[src/inc/tpc_pkg.sv]
// shared constants and types for the timer pin and start control block
package tpc_pkg;
  localparam int NCH  = 5;
  localparam int NGR  = 4;
  localparam int NPIN = NCH * NGR;
  localparam int CW   = 16;
  localparam int AW   = 8;
  localparam int DW   = 32;
  localparam int NIRQ = 25;

  // register offsets
  localparam logic [AW-1:0] ADDR_START    = 8'h00;
  localparam logic [AW-1:0] ADDR_MODE     = 8'h01;
  localparam logic [AW-1:0] ADDR_IRQ_STAT = 8'h02;
  localparam logic [AW-1:0] ADDR_IRQ_MASK = 8'h03;
  localparam logic [AW-1:0] ADDR_IO_BASE  = 8'h10;
  localparam logic [AW-1:0] ADDR_CNT_BASE = 8'h20;
  localparam logic [AW-1:0] ADDR_GR_BASE  = 8'h30;
  localparam logic [AW-1:0] ADDR_GR_E0    = 8'h50;

  // field positions and reset values
  localparam logic [7:0]      START_MASK   = 8'hC7;
  localparam logic [7:0]      START_RST    = 8'h00;
  localparam logic [7:0]      MODE_RST     = 8'h00;
  localparam int              MODE_BUF_POS = 7;
  localparam int              RUN_POS [NCH] = '{0, 1, 2, 6, 7};
  localparam logic [3:0]      IO_RST       = 4'h0;
  localparam logic [CW-1:0]   GR_RST       = 16'h0000;
  localparam logic [CW-1:0]   CNT_MAX      = 16'hFFFF;
  localparam logic [NIRQ-1:0] IRQ_RST      = 25'h0000000;
  localparam int              BUF_GR_B     = 3 * NGR + 1;
  localparam int              BUF_GR_D     = 3 * NGR + 3;

  // pin action on compare match, low two bits of a field
  localparam logic [1:0] ACT_KEEP   = 2'h0;
  localparam logic [1:0] ACT_LOW    = 2'h1;
  localparam logic [1:0] ACT_HIGH   = 2'h2;
  localparam logic [1:0] ACT_TOGGLE = 2'h3;

  // pin function field: capture, initial level, action or edge
  typedef struct packed {
    logic       capture;
    logic       init_high;
    logic [1:0] act;
  } tpc_io_t;

  typedef struct packed {
    logic match;
    logic capture;
  } tpc_evt_t;
endpackage : tpc_pkg

[src/hw/tpc_gr_unit.sv]
// one general register with its pin: compare output or input capture
`timescale 1ns/10ps
`default_nettype none
module tpc_gr_unit import tpc_pkg::*; (
  // clock and reset
  input  wire logic          clk,
  input  wire logic          resetn,
  // function field and channel state
  input  wire logic          io_wr,
  input  wire tpc_io_t       io_wdata,
  input  wire logic          run,
  input  wire logic          blocked,
  // counter, software and buffer loads
  input  wire logic [CW-1:0] count,
  input  wire logic          gr_wr,
  input  wire logic [CW-1:0] gr_wdata,
  input  wire logic          buf_ld,
  input  wire logic [CW-1:0] buf_val,
  // pin
  input  wire logic          pin_in,
  output logic               pin_out,
  output logic               pin_oe,
  // state and events
  output tpc_io_t            code,
  output logic [CW-1:0]      gr,
  output tpc_evt_t           evt
);
  logic          pin_prev;
  logic          io_seen;
  tpc_io_t       next_code;
  logic [CW-1:0] next_gr;
  logic          next_pin;

  wire rise      = pin_in & ~pin_prev;
  wire fall      = ~pin_in & pin_prev;
  // both edges when act bit 1 set
  wire edge_hit  = code.act[1] ? (rise | fall) : (code.act[0] ? fall : rise);
  wire cap       = code.capture & ~blocked & edge_hit;
  wire match     = ~code.capture & ~blocked & run & (count == gr);
  // new initial level only while halted
  wire init_pin  = io_wr & ~run & ~io_wdata.capture & (io_wdata.act != ACT_KEEP);
  wire match_pin = (code.act == ACT_LOW)    ? 1'b0 :
                   (code.act == ACT_HIGH)   ? 1'b1 :
                   (code.act == ACT_TOGGLE) ? ~pin_out : pin_out;

  assign evt       = '{match: match, capture: cap};
  assign next_code = io_wr ? io_wdata : code;
  // pin only moves on match or a halted initial-level write, so a halt alone keeps it
  assign next_pin  = init_pin ? io_wdata.init_high : (match ? match_pin : pin_out);
  assign next_gr   = gr_wr ? gr_wdata : (cap ? count : (buf_ld ? buf_val : gr));

  // reset leaves the pin driven low
  always_ff @(posedge clk or negedge resetn) begin
    if (!resetn) begin
      code     <= IO_RST;
      gr       <= GR_RST;
      pin_out  <= 1'b0;
      pin_oe   <= 1'b1;
      pin_prev <= 1'b0;
      io_seen  <= 1'b0;
    end else begin
      code     <= next_code;
      gr       <= next_gr;
      pin_out  <= next_pin;
      pin_oe   <= ~next_code.capture & ~blocked;
      pin_prev <= pin_in;
      io_seen  <= io_seen | io_wr;
    end
  end

  property p_match_low;
    @(posedge clk) disable iff (!resetn) match && code.act == ACT_LOW |=> !pin_out;
  endproperty
  a_match_low: assert property (p_match_low) else $error("match did not drive low");

  property p_match_high;
    @(posedge clk) disable iff (!resetn) match && code.act == ACT_HIGH |=> pin_out;
  endproperty
  a_match_high: assert property (p_match_high) else $error("match did not drive high");

  property p_toggle;
    @(posedge clk) disable iff (!resetn) match && code.act == ACT_TOGGLE |=> pin_out != $past(pin_out);
  endproperty
  a_toggle: assert property (p_toggle) else $error("match did not toggle");

  property p_reset_low;
    @(posedge clk) disable iff (!resetn) !io_seen && !blocked |-> !pin_out && pin_oe;
  endproperty
  a_reset_low: assert property (p_reset_low) else $error("pin not low before setup");

  property p_rise;
    @(posedge clk) disable iff (!resetn)
      code.capture && !blocked && code.act == 2'h0 |-> evt.capture == rise;
  endproperty
  a_rise: assert property (p_rise) else $error("rising capture wrong");

  property p_fall;
    @(posedge clk) disable iff (!resetn)
      code.capture && !blocked && code.act == 2'h1 |-> evt.capture == fall;
  endproperty
  a_fall: assert property (p_fall) else $error("falling capture wrong");

  property p_both;
    @(posedge clk) disable iff (!resetn)
      code.capture && !blocked && code.act[1] && (rise || fall) |-> evt.capture;
  endproperty
  a_both: assert property (p_both) else $error("both edge capture missed");

  property p_blocked;
    @(posedge clk) disable iff (!resetn) blocked |-> !evt.match && !evt.capture;
  endproperty
  a_blocked: assert property (p_blocked) else $error("event while buffered");

  property p_halt_hold;
    @(posedge clk) disable iff (!resetn) !run && !io_wr |=> pin_out == $past(pin_out);
  endproperty
  a_halt_hold: assert property (p_halt_hold) else $error("pin moved while halted");

  property p_init;
    @(posedge clk) disable iff (!resetn) init_pin |=> pin_out == $past(io_wdata.init_high);
  endproperty
  a_init: assert property (p_init) else $error("initial level not applied");

  property p_capture;
    @(posedge clk) disable iff (!resetn) cap && !gr_wr |=> gr == $past(count);
  endproperty
  a_capture: assert property (p_capture) else $error("capture lost counter value");
endmodule : tpc_gr_unit
`default_nettype wire

[src/hw/tpc_timer.sv]
// five channel timer: pin functions, start control, counters, requests
//
// Function
// - bits 0x01 give compare, match drives low
// - codes 0010/0110 set initial, match drives high
// - codes 0011/0111 set initial, match toggles pin
// - pin outputs low after reset until configured
// - top bit set, low 00 captures rising
// - top bit set, low 01 captures falling
// - top bit set, bit 1 captures both edges
// - channel 3 buffer mode silences register D
// - start bits 7,6 run channels 4,3
// - start bits 2..0 run channels 2..0
// - halting keeps last compare pin level
// - field write while halted sets initial level
// - start register reserved bits read zero
// - DMA request on match, capture, ch4 wrap
// - converter trigger on A, E, ch4 trough
// - interrupt sources 7,4,4,5,5 per channel
//
// Local design decisions: the address-and-strobe port and the address map.
`timescale 1ns/10ps
`default_nettype none
module tpc_timer import tpc_pkg::*; (
  // clock and reset
  input  wire logic          CLK,
  input  wire logic          RESETN,
  // register port
  input  wire logic [AW-1:0] ADDR,
  input  wire logic [DW-1:0] WDATA,
  input  wire logic          WR,
  input  wire logic          RD,
  output logic [DW-1:0]      RDATA,
  // timer pins
  input  wire logic [NPIN-1:0] PIN_IN,
  output logic [NPIN-1:0]      PIN_OUT,
  output logic [NPIN-1:0]      PIN_OE,
  // requests
  output logic [NCH-1:0]     DMA_REQ,
  output logic               ADC_START,
  output logic               IRQ
);
  // offset of an address from a base, and whether it lands in n slots
  function automatic logic [AW-1:0] offs(input logic [AW-1:0] a, input logic [AW-1:0] base);
    offs = a - base;
  endfunction : offs

  function automatic logic in_win(input logic [AW-1:0] a, input logic [AW-1:0] base,
                                  input logic [AW-1:0] n);
    in_win = (a >= base) && (offs(a, base) < n);
  endfunction : in_win

  logic [7:0]      start;
  logic [7:0]      mode;
  logic [NIRQ-1:0] irq_stat;
  logic [NIRQ-1:0] irq_mask;
  logic [CW-1:0]   gr_e0;
  logic [CW-1:0]   cnt     [NCH];
  logic [NCH-1:0]  ovf;
  logic [NCH-1:0]  unf;
  logic [NCH-1:0]  run;
  tpc_evt_t        evt     [NPIN];
  tpc_io_t         code    [NPIN];
  logic [CW-1:0]   grv     [NPIN];
  logic [NPIN-1:0] mc;
  logic [NPIN-1:0] pin_q;
  logic [NPIN-1:0] oe_q;
  logic [7:0]      io_rd   [2*NCH];
  logic [NCH-1:0]  next_dma;
  logic [NIRQ-1:0] irq_evt;
  logic [NIRQ-1:0] next_stat;

  // address decode
  wire             wr_start = WR && ADDR == ADDR_START;
  wire             wr_mode  = WR && ADDR == ADDR_MODE;
  wire             wr_stat  = WR && ADDR == ADDR_IRQ_STAT;
  wire             wr_mask  = WR && ADDR == ADDR_IRQ_MASK;
  wire             wr_e0    = WR && ADDR == ADDR_GR_E0;
  wire             io_hit   = in_win(ADDR, ADDR_IO_BASE, 8'(2 * NCH));
  wire             cnt_hit  = in_win(ADDR, ADDR_CNT_BASE, 8'(NCH));
  wire             gr_hit   = in_win(ADDR, ADDR_GR_BASE, 8'(NPIN));
  wire [AW-1:0]    io_idx   = offs(ADDR, ADDR_IO_BASE);
  wire [AW-1:0]    cnt_idx  = offs(ADDR, ADDR_CNT_BASE);
  wire [AW-1:0]    gr_idx   = offs(ADDR, ADDR_GR_BASE);
  wire             buf_mode = mode[MODE_BUF_POS];
  wire             e_match  = run[0] && cnt[0] == gr_e0;

  genvar ch;
  genvar r;
  generate
    for (ch = 0; ch < NCH; ch++) begin : g_ch
      logic [CW-1:0] next_cnt;
      wire           down   = mode[ch];
      wire           cnt_wr = WR && cnt_hit && cnt_idx == 8'(ch);
      // start bit runs or halts the counter
      assign run[ch]   = start[RUN_POS[ch]];
      assign ovf[ch]   = run[ch] && !cnt_wr && !down && cnt[ch] == CNT_MAX;
      assign unf[ch]   = run[ch] && !cnt_wr && down && cnt[ch] == '0;
      assign next_cnt  = cnt_wr ? WDATA[CW-1:0] :
                         !run[ch] ? cnt[ch] :
                         down ? cnt[ch] - 16'h0001 : cnt[ch] + 16'h0001;
      // any A to D register event of the channel asks for DMA; the E match does not
      assign next_dma[ch] = (|mc[ch*NGR +: NGR]) | ((ch == 4) ? (ovf[ch] | unf[ch]) : 1'b0);
      assign io_rd[2*ch]   = {code[ch*NGR+1], code[ch*NGR]};
      assign io_rd[2*ch+1] = {code[ch*NGR+3], code[ch*NGR+2]};

      always_ff @(posedge CLK or negedge RESETN) begin
        if (!RESETN) begin
          cnt[ch] <= GR_RST;
        end else begin
          cnt[ch] <= next_cnt;
        end
      end

      // channels 0 to 4 count the same way
      property p_count;
        @(posedge CLK) disable iff (!RESETN)
          run[ch] && !cnt_wr && !down |=> cnt[ch] == $past(cnt[ch]) + 16'h0001;
      endproperty
      a_count: assert property (p_count) else $error("running counter did not step");

      property p_stop;
        @(posedge CLK) disable iff (!RESETN) !run[ch] && !cnt_wr |=> $stable(cnt[ch]);
      endproperty
      a_stop: assert property (p_stop) else $error("halted counter moved");

      for (r = 0; r < NGR; r++) begin : g_gr
        localparam int K = ch * NGR + r;
        if (r < 2 || ch == 0 || ch > 2) begin : g_unit
          wire       io_wr = WR && io_hit && io_idx == 8'(2 * ch + r / 2);
          wire       gr_wr = WR && gr_hit && gr_idx == 8'(K);
          wire       blk   = (K == BUF_GR_D) && buf_mode;
          wire       ld    = buf_mode && ((K == BUF_GR_B) ? evt[BUF_GR_B].match :
                                          (K == BUF_GR_D) ? evt[BUF_GR_B].capture : 1'b0);
          wire [CW-1:0] lv = (K == BUF_GR_B) ? grv[BUF_GR_D] : grv[BUF_GR_B];
          tpc_gr_unit u_gr (
            .clk      (CLK),
            .resetn   (RESETN),
            .io_wr    (io_wr),
            .io_wdata (tpc_io_t'(WDATA[(r % 2) * 4 +: 4])),
            .run      (run[ch]),
            .blocked  (blk),
            .count    (cnt[ch]),
            .gr_wr    (gr_wr),
            .gr_wdata (WDATA[CW-1:0]),
            .buf_ld   (ld),
            .buf_val  (lv),
            .pin_in   (PIN_IN[K]),
            .pin_out  (pin_q[K]),
            .pin_oe   (oe_q[K]),
            .code     (code[K]),
            .gr       (grv[K]),
            .evt      (evt[K])
          );
        end else begin : g_none
          // channels 1 and 2 have no C and D registers
          assign pin_q[K] = 1'b0;
          assign oe_q[K]  = 1'b0;
          assign code[K]  = IO_RST;
          assign grv[K]   = GR_RST;
          assign evt[K]   = '{match: 1'b0, capture: 1'b0};
        end
        assign mc[K] = evt[K].match | evt[K].capture;
      end
    end
  endgenerate

  assign PIN_OUT = pin_q;
  assign PIN_OE  = oe_q;

  // interrupt source layout, channel 4 merges wrap events
  assign irq_evt = {ovf[4] | unf[4], mc[19:16], ovf[3], mc[15:12],
                    unf[2], ovf[2], mc[9:8], unf[1], ovf[1], mc[5:4],
                    unf[0], ovf[0], e_match, mc[3:0]};
  // event wins over a same-cycle write-one clear
  assign next_stat = (irq_stat & ~(wr_stat ? WDATA[NIRQ-1:0] : IRQ_RST)) | irq_evt;
  // mask seen by the level must be the one stored at the same edge
  wire [NIRQ-1:0] next_mask = wr_mask ? WDATA[NIRQ-1:0] : irq_mask;

  // converter trigger from A events, E match and ch4 trough
  wire next_adc = mc[0] | mc[4] | mc[8] | mc[12] | mc[16] | e_match | unf[4];

  // read selection; unmapped addresses read zero
  wire [DW-1:0] rd_mux =
    (ADDR == ADDR_START)    ? DW'(start) :
    (ADDR == ADDR_MODE)     ? DW'(mode) :
    (ADDR == ADDR_IRQ_STAT) ? DW'(irq_stat) :
    (ADDR == ADDR_IRQ_MASK) ? DW'(irq_mask) :
    (ADDR == ADDR_GR_E0)    ? DW'(gr_e0) :
    io_hit  ? DW'(io_rd[io_idx[3:0]]) :
    cnt_hit ? DW'(cnt[cnt_idx[2:0]]) :
    gr_hit  ? DW'(grv[gr_idx[4:0]]) : '0;

  always_ff @(posedge CLK or negedge RESETN) begin
    if (!RESETN) begin
      start     <= START_RST;
      mode      <= MODE_RST;
      irq_stat  <= IRQ_RST;
      irq_mask  <= IRQ_RST;
      gr_e0     <= GR_RST;
      RDATA     <= '0;
      DMA_REQ   <= '0;
      ADC_START <= 1'b0;
      IRQ       <= 1'b0;
    end else begin
      if (wr_start) start <= WDATA[7:0] & START_MASK;
      // mode changes assume software halted the counter
      if (wr_mode) mode <= WDATA[7:0];
      if (wr_mask) irq_mask <= WDATA[NIRQ-1:0];
      if (wr_e0) gr_e0 <= WDATA[CW-1:0];
      irq_stat  <= next_stat;
      RDATA     <= RD ? rd_mux : '0;
      DMA_REQ   <= next_dma;
      ADC_START <= next_adc;
      IRQ       <= |(next_stat & next_mask);
    end
  end

  property p_rsvd;
    @(posedge CLK) disable iff (!RESETN) RD && ADDR == ADDR_START |=> RDATA[5:3] == 3'h0;
  endproperty
  a_rsvd: assert property (p_rsvd) else $error("reserved start bits read set");

  property p_dma4;
    @(posedge CLK) disable iff (!RESETN) ovf[4] || unf[4] || mc[19:16] != '0 |=> DMA_REQ[4];
  endproperty
  a_dma4: assert property (p_dma4) else $error("channel 4 DMA request missing");

  property p_adc;
    @(posedge CLK) disable iff (!RESETN) mc[0] || e_match || unf[4] |=> ADC_START;
  endproperty
  a_adc: assert property (p_adc) else $error("converter trigger missing");

  property p_irq;
    @(posedge CLK) disable iff (!RESETN) IRQ == |(irq_stat & irq_mask);
  endproperty
  a_irq: assert property (p_irq) else $error("interrupt level mismatch");

  property p_sticky;
    @(posedge CLK) disable iff (!RESETN) ovf[1] |=> irq_stat[9] throughout (!wr_stat [*1]);
  endproperty
  a_sticky: assert property (p_sticky) else $error("overflow flag lost");
endmodule : tpc_timer
`default_nettype wire

[config.mk]
export PLATFORM = sky130hd
export DESIGN_NAME = tpc_timer
export DESIGN_NICKNAME = d
export VERILOG_FILES = /design/src/inc/tpc_pkg.sv /design/src/hw/tpc_gr_unit.sv /design/src/hw/tpc_timer.sv
export SDC_FILE = /design/constraint.sdc
export NUM_CORES = 2
export LEC_CHECK = 0
export ABC_AREA = 1
export BUFFER_PORTS_ARGS = -buffer_cell sky130_fd_sc_hd__buf_2
export CELL_PAD_IN_SITES_DETAIL_PLACEMENT = 0
export CELL_PAD_IN_SITES_GLOBAL_PLACEMENT = 1
export CORE_UTILIZATION = 47
export DETAILED_ROUTE_END_ITERATION = 8
export PLACE_DENSITY = 0.93
export SYNTH_ARGS = -nofsm -noshare
export SYNTH_HDL_FRONTEND = slang
export SYNTH_SLANG_ARGS = --single-unit
[constraint.sdc]
create_clock -name CLK -period 3.3 [get_ports CLK]
set_input_delay 0.165 -clock CLK [delete_from_list [all_inputs] [get_ports CLK]]
set_output_delay 0.165 -clock CLK [all_outputs]
set_load 0.03 [all_outputs]
**Word-level counts from Yosys, hierarchy flattened**

Index checks and enable logic that the tools add are counted.

- Register bits after elaboration: 566
- Input port bits: 64
- Output and inout bits: 79
- Word-level logic and storage cells: 864

- Add/subtract/negate cells: 13
- Order comparisons: 9
- Eq/ne operators: 100
- Muxes and demuxes: 197
- Bitwise logic cells: 258
- Reduce and logical (&&, ||, !) cells: 161

Operators with widths:

| operator | number |
|---|---|
| 2-to-1 mux 16 bit | 57 |
| == test 16 bit | 17 |
| 2-to-1 mux 25 bit | 7 |
| bitwise AND 1 bit | 123 |
| 2-to-1 mux 1 bit | 112 |
| NOT 1 bit | 88 |
| adder 16 x 1 -> 16 bit (second input constant) | 5 |
| binary-select mux 16 bit (select 5 bit) | 1 |
| == test 16 bit (second input constant) | 5 |
| subtractor 16 x 1 -> 16 bit (second input constant) | 5 |
| nonzero test 2 bit | 37 |
| logical AND 1 bit | 66 |
| == test 2 bit (second input constant) | 32 |
| == test 8 x 4 -> 1 bit (second input constant) | 8 |
| logical NOT 16 bit | 4 |
| 2-to-1 mux 4 bit | 16 |
| nonzero test 4 bit | 16 |
| == test 8 x 2 -> 1 bit (second input constant) | 7 |
| bitwise AND 25 bit | 2 |
| binary-select mux 16 bit (select 3 bit) | 1 |
| == test 8 x 3 -> 1 bit (second input constant) | 6 |
| OR 1 bit | 40 |
| binary-select mux 8 bit (select 4 bit) | 1 |
| == test 2 x 1 -> 1 bit (second input constant) | 16 |
| other kinds (26) | 66 |

**Depth between registers and ports, before layout**

- Depth in word-level cells: 14
- Depth in mapped cells: 19
- Depth with buffers taken out: 19

**By module**

A second synthesis with hierarchy kept.

- Cell total of the unflattened synthesis: 6,676
- Area total of the unflattened synthesis: 44,689.1 µm²

By module, submodules not included:

| module | times used | cells each | area each (µm²) | sequential area each (µm²) |
|---|---|---|---|---|
| tpc_gr_unit at g_ch[0].g_gr[0].g_unit.u_gr ... | 9 | 272 | 1,859.3 | 576.8 |
| tpc_timer | 1 | 2,541 | 16,525.8 | 4,779.6 |
| tpc_gr_unit at g_ch[3].g_gr[1].g_unit.u_gr ... | 7 | 241 | 1,632.8 | 576.8 |

**Worst setup path after synthesis**

OpenSTA, ideal clock, no wires.

- Path kind: reg2reg
- From: register mode[2]
- To: register cnt[44] (netlist name)
- Library setup time: 0.068 ns
- Arrival: 2.493 ns
- Required time: 3.232 ns
- Setup slack: 0.738 ns
- Cell stages (with the launch flop): 11
- Buffers on the path: 0
- Clock period less this slack: 2.562 ns
- Cell sequence: dfrtp_1 -> inv_1 -> fa_1 -> o21ai_0 -> a21oi_1 -> o21ai_0 -> a21boi_0 -> o21ai_0 -> xor2_1 -> nand2_1 -> nand3_1

- Cells in the longest elaborated chain, start to end: 3

RTL lines:

| element | RTL line | source |
|---|---|---|
| from (decl) | tpc_timer.sv:54 | `logic [7:0] mode;` |
| from (signal assigned) | tpc_timer.sv:208 | `if (wr_mode) mode <= WDATA[7:0];` |
| 2-to-1 mux 16 bit | tpc_timer.sv:101 | `down ? cnt[ch] - 16'h0001 : cnt[ch] + 16'h0001;` |
| 2-to-1 mux 16 bit | tpc_timer.sv:100 | `!run[ch] ? cnt[ch] :` |
| 2-to-1 mux 16 bit | tpc_timer.sv:99 | `assign next_cnt = cnt_wr ? WDATA[CW-1:0] :` |
| to (signal, indexed assignment) | tpc_timer.sv:111 | `cnt[ch] <= next_cnt;` |
| to (decl) | tpc_timer.sv:58 | `logic [CW-1:0] cnt [NCH];` |

Every way passes these cells. The select of a mux whose other input is x is not followed.
A chain may end at the register's enable or synchronous reset.

**Worst setup path in the final report**

- From: register cnt[79] (netlist name)
- To: register IRQ

- Cells in the longest elaborated chain, start to end: 6
- Elaborated cells between the ends (all ways): 21
- Those cells by class: eq/ne: 6; bitwise: 10; reduce/logical: 5

RTL lines:

| element | RTL line | source |
|---|---|---|
| == test 16 bit | tpc_gr_unit.sv:39 | `wire match = ~code.capture & ~blocked & run & (count == gr);` |
| bitwise AND 1 bit | tpc_gr_unit.sv:39 |  |
| OR 1 bit | tpc_timer.sv:163 | `assign mc[K] = evt[K].match \| evt[K].capture;` |
| OR 25 bit | tpc_timer.sv:176 | `assign next_stat = (irq_stat & ~(wr_stat ? WDATA[NIRQ-1:0] : IRQ_RST)) \| irq_evt;` |
| net next_stat[1] | tpc_timer.sv:71 | `logic [NIRQ-1:0] next_stat;` |
| bitwise AND 25 bit | tpc_timer.sv:215 | `IRQ <= \|(next_stat & next_mask);` |
| OR reduction 25 bit | tpc_timer.sv:215 |  |
| to (signal assigned) | tpc_timer.sv:215 |  |
| to (decl) | tpc_timer.sv:41 | `output logic IRQ` |

The timed path passes the listed nets, and every way through them passes these cells.

==> reports/metrics.cfg <==
[cells_and_area]
ff_latch_area_um2 = 14000
nNetsFinal = 5143
instances_no_fill = 6066
drive_gt1_share_pct = 10.5
layout_commonest_cell = nand2_1
multi_input_area_um2 = 19000
final_cell_mix = 1028 x nand2_1, 543 x dfrtp_1, 539 x inv_1, 425 x nand3_1, 349 x o21ai_0
syn_to_final_growth_pct = 12.8
num-fill-cells = 7518

[power]
p_leak_nw = 19.1
power_density_nw_per_um2 = 685
total_power_mw = 28.3
vdd_ir_drop_max_mv = 0.519

[global_routing]
grt_max_degree = 103
grt_overflow = 0
antenna_found_initial = 10
grt_pass1_vias = 36500
track_usage_pct = 42.9
grt_pass1_wl_um = 247000

[synth]
ys_async_sr_fraction_pct = 100
postSynthAreaPerCell_um2 = 7.55
synth_seq_area_share_pct = 38.2
ys_seq_elements = 559
yosysWarnings = 0
synth_area_um2 = 36600
synthCells = 4856
synth_top_flop_cell = dfrtp_1
synth_cell_types = 52
synth-edff-count = 0

[drt]
dr.first_iter.drc_count = 5777
vias_per_cell = 6.49
wl_per_cell_um = 28.3
firstDrtPassIters = 8
drc = 0
ant_nets = 0
via_count = 39400
wl_um = 171000

[clock_tree]
cts_buffer_depth = 3
cts_buffers = 66
clk_pin_slew_ns = 0.06
cts-root-buf = clkbuf_16
h-tree-depth = 3
clock_latency_ns = 0.64
tritoncts = built
cts_resized = 0
cts_sinks = 559

[sta]
finalClockSkew_ns = 0.0298
setup_slack_ns = 0.360
min_period_ns = 2.94
finalCritPeriodShare_pct = 89.1
max_slew_margin_pct = 39.8
hold_viol_final = 0
drv_slew = 0
fmax_mhz = 340
worst_pin_slew_ns = 0.901
setup_viol = 0
whs_ns = 0.0301
setup_tns_ns = 0
rsz0062_at_grt = false

[setup_path]
crit_chain = clkinv_1 -> o21ai_0 -> nor2_1 -> nand4_1 -> nor2_1 -> nand3_1 -> nand3_1 -> nand2_1 -> nand2_1 -> nor2_1 -> nand2_1 -> nor2_1 -> nand2_1
critPathCaptureType = flip-flop
critPathLaunchType = flip-flop
slowest_delay_ns = 0.61
worst-setup-path-type = flip-flop to flip-flop
crit_fanout = 10
crit_slowest_cell = dfrtp_1
worstPathArrival_ns = 3.44
crit_required_ns = 3.80

[die]
die_h_um = 281
die_width_um = 281
start_util_pct = 47.4
dieArea_um2 = 79100
rows = 102
pin_count = 143
core_region_area_um2 = 77300

[placed_design]
finalWeightedCongestion = 1.06
dp.cells = 5899
preCtsSetupSlack_ns = 0.382
dp_hpwl_um = 124000
io_buffers = 116

[hold_path]
hp-class = input port to flip-flop

[outcome]
status = complete, no violations

[run]
drv_cap = 0

-- cell usage after synthesis, drive strengths merged, types with 111 or more instances --
master | n | area [um2]
o21ai | 371 | 1860
nor2 | 277 | 1140
inv | 562 | 2110
dfrtp | 543 | 13600
nand3 | 433 | 2210
o221ai | 291 | 2550
clkbuf | 203 | 762
o22ai | 118 | 738
ha | 111 | 1390
nand2 | 1043 | 3950
a21oi | 215 | 1080
buf | 140 | 831
-- per-stage QoR --
stage	util (%)	instance area [um2]
floorplan	-	36700
global placement	50.1	38800
detailed placement	50.1	38800
CTS	53.4	41300
global route	53.4	41300
finish	53.4	41300
-- registers in the layout (all words and copies together) (netlist names) --
| name | cells |
|---|---|
| irq_stat | 25 |
| mode | 8 |
| g_ch.g_gr.g_unit.u_gr.code | 64 |
| IRQ | 1 |
| ADC_START | 1 |
| gr_e0 | 16 |
| start | 5 |
| DMA_REQ | 5 |
| RDATA | 25 |
| g_ch.g_gr.g_unit.u_gr.pin_out | 16 |
| g_ch.g_gr.g_unit.u_gr.pin_oe | 16 |
| g_ch.g_gr.g_unit.u_gr.gr | 256 |
| cnt | 80 |
| g_ch.g_gr.g_unit.u_gr.pin_prev | 16 |
| irq_mask | 25 |
-- final cells by class --
class,instances,area share (%)
Antenna cell,11,0.0666
Timing Repair Buffer,368,6.56
Clock inverter,16,0.427
Clock buffer,104,4.78
Tap cell,1040,3.15
Multi-Input combinational cell,3391,45.9
Inverter,577,5.24
Sequential cell,559,33.9
-- worst max-delay path, delay by kind of cell, from the launching register on --
family                 cells  cell delay (ns)
flip-flops                 1             0.61
buffers and inverters      1             0.52
AND/OR/NAND/NOR           11             1.38
AO/OA/AOI/OAI              1             0.31
-- final timing paths --
check | from | end | slack (ns) | cells past startpoint
max reg2reg | cnt[79]$_DFFE_PN0P_ | IRQ$_DFF_PN0_ | 0.36 | 13
max | cnt[79]$_DFFE_PN0P_ | IRQ$_DFF_PN0_ | 0.36 | 13
max in group asynchronous | RESETN | g_ch[1].g_gr[1].g_unit.u_gr.gr[8]$_DFFE_PN0P_ | 2.08 | 3
min | WDATA[10] | cnt[42]$_DFFE_PN0P_ | 0.03 | 3
min in group asynchronous | RESETN | DMA_REQ[0]$_DFF_PN0_ | 0.11 | 2
min reg2reg | mode[6]$_DFFE_PN0P_ | mode[6]$_DFFE_PN0P_ | 0.48 | 2
-- cells by family after synthesis --
logic type               count (synthesis)  synth area share [%]
flip-flops                             559                  38.2
other                                    1                0.0102
AO/OA/AOI/OAI                         1207                  21.5
AND/OR/NAND/NOR                       1913                  22.6
buffers and inverters                  920                  10.3
XOR/XNOR                               138                  3.30
adder cells (fa/ha/maj)                118                  4.12
-- report_power, final --
part | internal, mW | switching (mW) | total, mW
Clock | 4.29 | 3.22 | 7.51
Combinational | 3.61 | 7.25 | 10.9
Sequential | 8.15 | 1.78 | 9.92
-- per-layer routing --
metal | vias to the layer above | track usage (%) | wire length (um)
met1 | 18600 | 55.2 | 62700
met3 | 762 | 13.1 | 23600
met5 | - | 0 | 77
met2 | 3058 | 60.6 | 70000
li1 | 17000 | - | -
met4 | 10 | 31.2 | 15100
-- timing repair --
action,in CTS,in global routing
hold endpoints to repair,115,0
setup buffers,0,0
hold buffers,36,0
No activity file was read; power rests on OpenSTA's default activity.
